$ cat src/inc/spwmg_pkg.sv
// Functional notes
// [RQ1] bridge switches driven in diagonal pairs, first pair opposite second pair
// [RQ2] never command both transistors of one bridge leg on together
// [RQ3] square-wave mode: two antiphase square waves drive the two pairs
// [RQ4] primary output high while sine reference exceeds carrier, else low
// [RQ5] carrier frequency is an integer multiple of reference frequency
// [RQ6] over-modulation holds output constant through periods without crossing
// [RQ7] carrier is a PWM whose duty ramps linearly up and down
// [RQ8] complementary output is the inverse of the primary output
// [RQ9] primary output and complement drive the two transistors of one leg
// [RQ10] external reference is a sine at the inverter output frequency
// [RQ11] carrier period counter counts 0..249 on the 12.5 MHz tick, a 1000-clock PWM period
// [RQ12] phase counter counts 0..24, each ramp lasts 25 carrier periods
// [RQ13] one full rise and fall of duty spans one millisecond
// [RQ14] duty changes by equal steps and reverses at minimum and maximum
// [RQ15] all counters run on one clock and clear to zero on reset
package spwmg_pkg;
	localparam int         CLK_HZ         = 50000000;
	localparam int         CARRIER_CLK_HZ = 12500000;
	localparam logic [1:0] CLK_DIV_LAST   =
		2'(CLK_HZ / CARRIER_CLK_HZ - 1);
	localparam logic [7:0] PERIOD_LAST    = 8'hF9;
	localparam logic [4:0] PHASE_LAST     = 5'h18;
	localparam int         DUTY_STEPS     = 25;
	localparam logic [7:0] DUTY_STEP      =
		8'((int'(PERIOD_LAST) + 1) / 2 / DUTY_STEPS);
	localparam logic [7:0] DUTY_MAX       = 8'(DUTY_STEP * DUTY_STEPS);
	localparam int         REF_SYNC_LEN   = 2;
	localparam logic [15:0] SQ_HALF_LAST  = 16'h0F9F;
endpackage : spwmg_pkg

$ cat src/rtl/spwmg_top.sv
`timescale 1ns/100ps
module spwmg_top (
	input  wire logic CLK,
	input  wire logic RESET,
	input  wire logic SQUARE_MODE,
	input  wire logic REF_ABOVE_CARRIER,
	output logic      CARRIER_PWM,
	output logic      PAIR_A_FIRST_SWITCH,
	output logic      PAIR_A_SECOND_SWITCH,
	output logic      PAIR_B_FIRST_SWITCH,
	output logic      PAIR_B_SECOND_SWITCH
);
	logic [1:0]  clk_div_q;
	logic [7:0]  carrier_period_counter_q;
	logic [7:0]  carrier_duty_counter_q;
	logic [4:0]  phase_step_counter_q;
	logic        ramp_down_q;
	logic [1:0]  ref_sync_q;
	logic [1:0]  mode_sync_q;
	logic [15:0] sq_count_q;
	logic        sq_phase_q;
	logic        primary_q;
	logic        tick;
	logic        period_end;
	logic        phase_end;
	logic        duty_top;
	logic        duty_bottom;
	logic        carrier_d;
	logic        primary_d;

	// divider: carrier logic advances at 12.5 MHz
	assign tick        = (clk_div_q == spwmg_pkg::CLK_DIV_LAST);
	assign period_end  = tick &&
		(carrier_period_counter_q == spwmg_pkg::PERIOD_LAST); // RQ11
	assign phase_end   = period_end &&
		(phase_step_counter_q == spwmg_pkg::PHASE_LAST); // RQ12
	assign duty_top    = (carrier_duty_counter_q == spwmg_pkg::DUTY_MAX);
	assign duty_bottom = (carrier_duty_counter_q == 8'h00);
	// pwm high while position below the duty compare
	assign carrier_d   = (carrier_period_counter_q <
		carrier_duty_counter_q); // RQ7
	// sine above carrier gives high; no crossing gives no edge
	assign primary_d   = mode_sync_q[1] ? sq_phase_q
		: ref_sync_q[1]; // RQ4 RQ6 RQ3

	always_ff @(posedge CLK) begin
		if (RESET) begin
			clk_div_q <= 2'h0; // RQ15
		end else if (tick) begin
			clk_div_q <= 2'h0;
		end else begin
			clk_div_q <= clk_div_q + 2'h1;
		end
	end

	always_ff @(posedge CLK) begin
		if (RESET) begin
			carrier_period_counter_q <= 8'h00; // RQ15
		end else if (period_end) begin
			carrier_period_counter_q <= 8'h00; // RQ11
		end else if (tick) begin
			carrier_period_counter_q <= carrier_period_counter_q + 8'h01;
		end
	end

	always_ff @(posedge CLK) begin
		if (RESET) begin
			phase_step_counter_q <= 5'h00; // RQ15
		end else if (phase_end) begin
			phase_step_counter_q <= 5'h00; // RQ12
		end else if (period_end) begin
			phase_step_counter_q <= phase_step_counter_q + 5'h01;
		end
	end

	// one step per carrier period, direction flips at the ends
	always_ff @(posedge CLK) begin
		if (RESET) begin
			carrier_duty_counter_q <= 8'h00; // RQ15
			ramp_down_q            <= 1'b0;
		end else if (period_end) begin
			if (phase_end) begin
				ramp_down_q <= ~ramp_down_q; // RQ14 RQ13 RQ5
			end
			if (ramp_down_q && !duty_bottom) begin
				carrier_duty_counter_q <= carrier_duty_counter_q
					- spwmg_pkg::DUTY_STEP; // RQ14
			end else if (!ramp_down_q && !duty_top) begin
				carrier_duty_counter_q <= carrier_duty_counter_q
					+ spwmg_pkg::DUTY_STEP; // RQ14
			end
		end
	end

	// square-wave mode: fixed half period at the carrier rate
	always_ff @(posedge CLK) begin
		if (RESET) begin
			sq_count_q <= 16'h0000;
			sq_phase_q <= 1'b0;
		end else if (tick) begin
			if (sq_count_q == spwmg_pkg::SQ_HALF_LAST) begin
				sq_count_q <= 16'h0000;
				sq_phase_q <= ~sq_phase_q; // RQ3
			end else begin
				sq_count_q <= sq_count_q + 16'h0001;
			end
		end
	end

	always_ff @(posedge CLK) begin
		if (RESET) begin
			ref_sync_q  <= 2'h0;
			mode_sync_q <= 2'h0;
		end else begin
			ref_sync_q  <= {ref_sync_q[0], REF_ABOVE_CARRIER};
			mode_sync_q <= {mode_sync_q[0], SQUARE_MODE};
		end
	end

	always_ff @(posedge CLK) begin
		if (RESET) begin
			primary_q            <= 1'b0;
			CARRIER_PWM          <= 1'b0;
			PAIR_A_FIRST_SWITCH  <= 1'b0;
			PAIR_A_SECOND_SWITCH <= 1'b0;
			PAIR_B_FIRST_SWITCH  <= 1'b0;
			PAIR_B_SECOND_SWITCH <= 1'b0;
		end else begin
			primary_q            <= primary_d;
			CARRIER_PWM          <= carrier_d; // RQ7
			PAIR_A_FIRST_SWITCH  <= primary_d; // RQ1 RQ4
			PAIR_A_SECOND_SWITCH <= primary_d; // RQ1
			PAIR_B_FIRST_SWITCH  <= ~primary_d; // RQ8 RQ2
			PAIR_B_SECOND_SWITCH <= ~primary_d; // RQ8 RQ2
		end
	end

	property p_leg_exclusive;
		@(posedge CLK) disable iff (RESET)
		!(PAIR_A_FIRST_SWITCH && PAIR_B_SECOND_SWITCH) &&
		!(PAIR_A_SECOND_SWITCH && PAIR_B_FIRST_SWITCH);
	endproperty
	a_leg_exclusive: assert property (p_leg_exclusive) // RQ2
		else $error("both transistors of one leg on");

	// outputs still hold their reset zeros on the first edge after release
	property p_pairs;
		@(posedge CLK) disable iff (RESET)
		!$past(RESET) |->
		(PAIR_A_FIRST_SWITCH == PAIR_A_SECOND_SWITCH) &&
		(PAIR_B_FIRST_SWITCH == PAIR_B_SECOND_SWITCH) &&
		(PAIR_A_FIRST_SWITCH != PAIR_B_FIRST_SWITCH);
	endproperty
	a_pairs: assert property (p_pairs) // RQ1
		else $error("switch pairs not diagonal and opposite");

	property p_complement;
		@(posedge CLK) disable iff (RESET)
		!$past(RESET) |-> PAIR_B_FIRST_SWITCH == ~primary_q;
	endproperty
	a_complement: assert property (p_complement) // RQ8
		else $error("complement not inverse of primary");

	property p_compare;
		@(posedge CLK) disable iff (RESET)
		!mode_sync_q[1] ##1 !$past(RESET)
		|-> PAIR_A_FIRST_SWITCH == $past(ref_sync_q[1]);
	endproperty
	a_compare: assert property (p_compare) // RQ4
		else $error("primary does not follow comparison");

	property p_hold;
		@(posedge CLK) disable iff (RESET)
		(!mode_sync_q[1] && ref_sync_q[1] && $stable(ref_sync_q[1]))
		##1 (!mode_sync_q[1] && ref_sync_q[1])
		|=> $stable(PAIR_A_FIRST_SWITCH);
	endproperty
	a_hold: assert property (p_hold) // RQ6
		else $error("edge without crossing");

	property p_period_wrap;
		@(posedge CLK) disable iff (RESET)
		period_end |=> carrier_period_counter_q == 8'h00;
	endproperty
	a_period_wrap: assert property (p_period_wrap) // RQ11
		else $error("carrier period counter wrap wrong");

	property p_period_len;
		@(posedge CLK) disable iff (RESET)
		period_end |=> !period_end [*8];
	endproperty
	a_period_len: assert property (p_period_len) // RQ11
		else $error("carrier period too short");

	property p_duty_bounds;
		@(posedge CLK) disable iff (RESET)
		carrier_duty_counter_q <= spwmg_pkg::DUTY_MAX;
	endproperty
	a_duty_bounds: assert property (p_duty_bounds) // RQ14
		else $error("duty out of range");

	property p_duty_step;
		@(posedge CLK) disable iff (RESET)
		period_end && !ramp_down_q && !duty_top |=>
		carrier_duty_counter_q ==
			$past(carrier_duty_counter_q) + spwmg_pkg::DUTY_STEP;
	endproperty
	a_duty_step: assert property (p_duty_step) // RQ14
		else $error("duty step wrong");

	property p_phase_wrap;
		@(posedge CLK) disable iff (RESET)
		phase_end |=> phase_step_counter_q == 5'h00;
	endproperty
	a_phase_wrap: assert property (p_phase_wrap) // RQ12
		else $error("phase counter wrap wrong");

	property p_reset_zero;
		@(posedge CLK) RESET |=> carrier_period_counter_q == 8'h00 &&
			phase_step_counter_q == 5'h00 && clk_div_q == 2'h0;
	endproperty
	a_reset_zero: assert property (p_reset_zero) // RQ15
		else $error("counters not cleared by reset");
endmodule : spwmg_top

$ cat config.mk
export PLATFORM = sky130hd
export DESIGN_NAME = spwmg_top
export DESIGN_NICKNAME = d
export VERILOG_FILES = /design/src/inc/spwmg_pkg.sv /design/src/rtl/spwmg_top.sv
export SDC_FILE = /design/constraint.sdc
export NUM_CORES = 1
export LEC_CHECK = 0
export ABC_AREA = 1
export ABC_CLOCK_PERIOD_IN_PS = 1900
export BUFFER_PORTS_ARGS = -buffer_cell sky130_fd_sc_hd__buf_4
export CORE_MARGIN = 4
export CORE_UTILIZATION = 35
export DETAILED_ROUTE_END_ITERATION = 10
export PLACE_DENSITY = 0.57
export SLEW_MARGIN = 0
export SYNTH_ARGS = -nofsm -noshare
export SYNTH_HDL_FRONTEND = slang
export SYNTH_SLANG_ARGS = --single-unit
$ cat constraint.sdc
create_clock -name CLK -period 1.9 [get_ports CLK]
set_clock_uncertainty 0.05 [all_clocks]
set_input_delay 0.38 -clock CLK [delete_from_list [all_inputs] [get_ports CLK]]
set_output_delay 0.38 -clock CLK [all_outputs]
set_load 0.005 [all_outputs]
== Word level (Yosys, flattened, before mapping) ==
Index checks and enable logic that the tools add are counted.
Word-level totals
  flip-flop bits (word level): 48
  bits in latches: 0
  RAM bits: 0
  ROM bits: 0
  bits of input ports: 4
  output and inout bits: 5
  logic and storage cells: 46
  memories: 0
Cells by class
  $add $sub $neg: 6
  multipliers: 0
  div/mod/pow operators: 0
  magnitude comparators: 1
  equality and inequality tests: 5
  shifts and indexed selects: 0
  multiplexer cells: 4
  bitwise operators: 3
  reductions and logical operators: 15
Operators by type and width (count)
  $add A16 B1 Y16 const B: 1
  $eq A16 B12 Y1 const B: 1
  $mux W16: 1
  $mux W8: 2
  $add A8 B1 Y8 const B: 1
  $add A8 B3 Y8 const B: 1
  $eq A8 B7 Y1 const B: 1
  $eq A8 B8 Y1 const B: 1
  $logic_not A8 Y1: 1
  $lt A8 B8 Y1: 1
  $sub A8 B3 Y8 const B: 1
  $reduce_and A2 Y1: 3
  $reduce_or A2 Y1: 3
  $add A5 B1 Y5 const B: 1
  $eq A5 B5 Y1 const B: 1
  $logic_and A1 B1 Y1: 4
  $logic_not A1 Y1: 3
  $not A1 Y1: 3
  $add A2 B1 Y2 const B: 1
  $eq A2 B2 Y1 const B: 1
  $reduce_bool A2 Y1: 1
  $mux W1: 1

== Depth between registers and ports, before layout ==
  word-level depth: 5
  gate-level depth with buffers: 14
  depth with buffers taken out: 14

== Worst setup path after synthesis ==
Ideal clock, no wire load.
  kind: flip-flop to flip-flop
  from: register carrier_duty_counter_q[3]
  to: register carrier_duty_counter_q[6]
  library setup time: 0.115 ns
  arrival time: 1.903 ns
  required time: 1.735 ns
  path slack: -0.168 ns
  cell stages (with the launch flop): 13
  path buffers: 0
  period minus slack after synthesis: 2.068 ns
  cells stage by stage: dfxtp_1 -> nor2_1 -> nand2_1 -> nor2_1 -> nor2_1 -> inv_1 -> fa_1 -> o21ai_0 -> nand2_1 -> nand2_1 -> nand2_1 -> a21oi_1 -> nor2_1
On the way
  cells in the longest elaborated chain, start to end: 5
  elaborated cells on any way between the ends: 12
  those cells by class: add/sub (2); eq/ne (1); mux (2); reduce/logical (7)
Ends and longest elaborated chain
  start, declared: RTL line spwmg_top.sv:15  | logic [7:0] carrier_duty_counter_q;
  start signal, assigned: RTL line spwmg_top.sv:86  | carrier_duty_counter_q <= carrier_duty_counter_q
  start signal, assigned: RTL line spwmg_top.sv:89  | carrier_duty_counter_q <= carrier_duty_counter_q
  parallel branches: the longest is 5 deep, another holds $add A8 B3 Y8
Several ways; the timed one is not identified. The select of a mux whose other input is x is not followed.
A chain may end at the register's enable or synchronous reset.

== Worst setup path in the final report ==
  from: register carrier_duty_counter_q[7]
  to: register carrier_duty_counter_q[4]
On the way
  cells in the longest elaborated chain, start to end: 5
  elaborated cells on any way between the ends: 9
  those cells by class: eq/ne (1); mux (1); reduce/logical (7)
Ends and longest elaborated chain (RTL line)
  $eq A8 B7 Y1 / $logic_not A8 Y1 (equally long branches): spwmg_top.sv:37, spwmg_top.sv:38
  $logic_not A1 Y1, on equally long branches: spwmg_top.sv:88, spwmg_top.sv:85
  $logic_and A1 B1 Y1, on equally long branches: spwmg_top.sv:88, spwmg_top.sv:85
  $reduce_bool A2 Y1 (no source line)
  $reduce_and A2 Y1 (no source line)
Several ways; a longest one is shown, not always the timed one.

==> results.md <==
- ANT cells: 0
- Vias in the first global route: about 2,200
- Initial drt markers: 67
- Total power: around 2 mW
- Area leader, netlist: dfxtp_1
- WP depth: 11
- Final GP Congestion: 0.809
- CTS tree: built
- Static leakage: between 1 and 1.5 nW
- Final hold violations: 0
- DP Wirelength: 4040 um
- TritonRoute pass-1 iters: 4
- Synth cell types: 29
- VDD IR max: ~0.33 mV
- Yosys warns: 0
- Crit-path cells: nor2_1 -> nand2_2 -> nor2_4 -> nor2_4 -> inv_2 -> ha_4 -> nand2_1 -> o21ai_4 -> xor2_1 -> nand2_1 -> a21oi_1
- Clock Latency Late Sink: approximately 0.30 ns
- CP max-delay cell: dfxtp_2
- Slew @ Worst Pin: approximately 0.37 ns
- Worst hold path type: primary input to register
- Row cnt: 31
- Fmax: 534 MHz
- Largest family of logic cells by synthesized area: simple AND/OR/NAND/NOR gates
- Synthesis-to-finish area growth: 22.9%
- Yosys reg bits: 48
- CP max stage delay: 0.35 ns
- CTS root buf: clkbuf_8
- RSZ-0062 raised after global routing: yes
- CP top delay family: simple AND/OR/NAND/NOR gates
- Slew Limit Fails: 0
- Starting Density: 36.1%
- Area contributors post-synth: dfxtp_1, nand2_1, ha_1
- Clock Sinks: between 40 and 50
- Die footprint: approximately 9000 um^2
- Max-cap violations: 0
- Crit path kind: register to register
- Cell area after synthesis: around 2600 um^2
- Final core utilization: 44.3%
- CTS max path bufs: 2
- Instance count of the mapped netlist: approximately 380
- Share of the synthesized area in the top cell type: a little over a third
- Core Region: roughly 7300 um^2
- CP startpoint kind: register
- DRT antenna net count: 0
- CTS clock-pin slew for the worst setup and hold paths: 0.10 ns
- Min Tclk post-route: ~1.9 ns
- Sequential fraction of the synthesis area: about 37%
- Total track usage: 13.0%
- Die Width: roughly 95 um
- Total power divided by cell area: ~620 nW/um^2
- Synth Area in Compound Gates: 8.00%
- Global-route wire length before repair: approximately 9300 um
- Final nets: between 400 and 500
- Final number of setup-violating endpoints: 0
- Drt drc: 0
- H-tree Lvls: 2
- # IOs: 9
- Ratio of cells with drive above 1 in the final layout: between 10% and 20%
- Critical path peak fanout: 4
- Simple-gate portion of the synthesized area: 33.2%
- Via density: about 4.5
- Status: finished clean
- CP Capture Type: register
- Required @ worst endpoint: between 2 and 2.5 ns
- WP data arrival: 2.06 ns
- Slew HR: between 70% and 80%
- Worst R2R Setup Slack: approximately 0.026 ns
- Setup crit start: carrier_duty_counter_q[7]
- Initial antenna violation count: 0
- Largest net degree at the start of global routing: 17
- Vias: between 2,000 and 2,500
- WL/cell: approximately 11 um
- Buffers and inverters on the worst path: 1
- R2r endpoint: carrier_duty_counter_q[4]
- Mux share of post-synthesis cell area: 0%
- TritonCTS Buffers: 5
- DRT Wirelength: between 5000 and 6000 um
- Post-Synth Adder-Cell Area: 9.80%
- Reg2reg start: carrier_duty_counter_q[7]
- Tcrit/Tclk final: between 90% and 100%
- Port bufs: 8
- Post-synthesis share of cell area spent on xor and xnor gates: 3.66%
- Worst R2R Path Depth: 11
- Syn Nets: about 400
- Grt ovf: 0
- Setup crit end: carrier_duty_counter_q[4]
- Die height: between 90 and 100 um
- Syn avg cell area: roughly 6.9 um^2
-- cell usage in the layout, fill, tap and decap left out, types with 3 or more instances in the layout --
cell type,n
nor3_1,6
dfxtp_2,8
nor3b_1,3
dfxtp_1,40
nor2_1,56
o21ai_0,7
nand2_2,5
a21oi_1,27
ha_1,13
ha_4,5
nor2_4,4
xor2_1,6
xnor2_1,5
clkbuf_8,5
inv_1,49
nand4_1,6
nand2_1,88
buf_4,28
nand3_1,20
nor2_2,4
-- where the power goes --
group	internal, mW	switching [mW]
Sequential	1.02	0.00723
Combinational	0.0327	0.0453
Clock	0.530	0.367
Total	1.58	0.419
-- how the worst min path moves through the flow --
stage                       from        endpoint  slack (ns)  cells after the start
2_1_floorplan     mode_sync_q[0]  mode_sync_q[1]        0.34                      2
3_3_place_gp      mode_sync_q[0]  mode_sync_q[1]        0.35                      2
3_5_place_dp      mode_sync_q[0]  mode_sync_q[1]        0.35                      2
4_1_cts        REF_ABOVE_CARRIER   ref_sync_q[0]        0.21                      3
5_1_grt        REF_ABOVE_CARRIER   ref_sync_q[0]        0.21                      3
6_report       REF_ABOVE_CARRIER   ref_sync_q[0]        0.22                      3
-- per-layer routing --
metal  vias up  track usage, %  wire [um]
met5         -               0          0
met4         0            4.69         74
met3         7            2.39        125
met2        22            22.3       2660
met1      1017            16.2       2530
li1       1255               -          -
-- cells in the mapped netlist (all sizes together) --
library cell,number
nand2,93
nor2,65
inv,52
dfxtp,48
a21oi,29
nand3,22
ha,19
o21ai,10
nor3,8
nand4,6
xor2,6
xnor2,5
buf,3
nor3b,3
clkbuf,2
or2,2
a211oi,1
clkinv,1
fa,1
nand3b,1
nor4,1
o21bai,1
-- logic make-up after synthesis --
| logic type | count (synthesis) |
|---|---|
| DFF | 48 |
| and+or+nand+nor | 201 |
| xor gates and xnor gates | 11 |
| AOI/OAI and AO/OA | 41 |
| adders and majority gates | 20 |
| buffers and inverters | 58 |
-- worst reg2reg max path, delay by kind of cell, from the launching register on --
family                   cells  cell delay, ns
AO/OA/AOI/OAI                2            0.30
buffers and inverters        1            0.08
AND/OR/NAND/NOR              6            0.52
XOR/XNOR                     1            0.21
flip-flops                   1            0.35
adder cells (fa/ha/maj)      1            0.29
-- stage by stage --
step | worst slack (ns) | area, um^2 | cells | TNS (ns) | hold slack [ns]
6_report | 0.0259 | 3230 | 510 | 0 | 0.222
5_1_grt | -0.0922 | 3230 | 510 | -0.404 | 0.206
4_1_cts | -0.00939 | 3140 | 510 | -0.00939 | 0.214
3_5_place_dp | -0.115 | 2950 | 502 | -0.297 | 0.347
3_3_place_gp | -0.0674 | 2950 | 502 | -0.139 | 0.347
2_1_floorplan | 0.00571 | 2640 | 379 | 0 | 0.338
-- final cells by class --
type | instances | area (um^2)
multi-input cells | 273 | 1580
flip-flops and latches | 48 | 971
well taps | 99 | 124
fillers | 766 | 4060
repair buffers | 29 | 221
inverters | 53 | 201
clock buffers | 5 | 68.8
clock inverters | 3 | 68.8
-- sequential cells by signal (all words and copies together), names as in the netlist, 2 cells and up --
name / cells
carrier_duty_counter_q: 8
carrier_period_counter_q: 8
clk_div_q: 2
mode_sync_q: 2
phase_step_counter_q: 5
ref_sync_q: 2
sq_count_q: 16
-- repair_timing --
action	in CTS	in global routing
hold buffers	0	0
endpoints found under the setup margin	5	8
buffers inserted	0	0
gates resized for setup	6	29
pin swaps	3	4
Power figures use the tool's default switching activity.
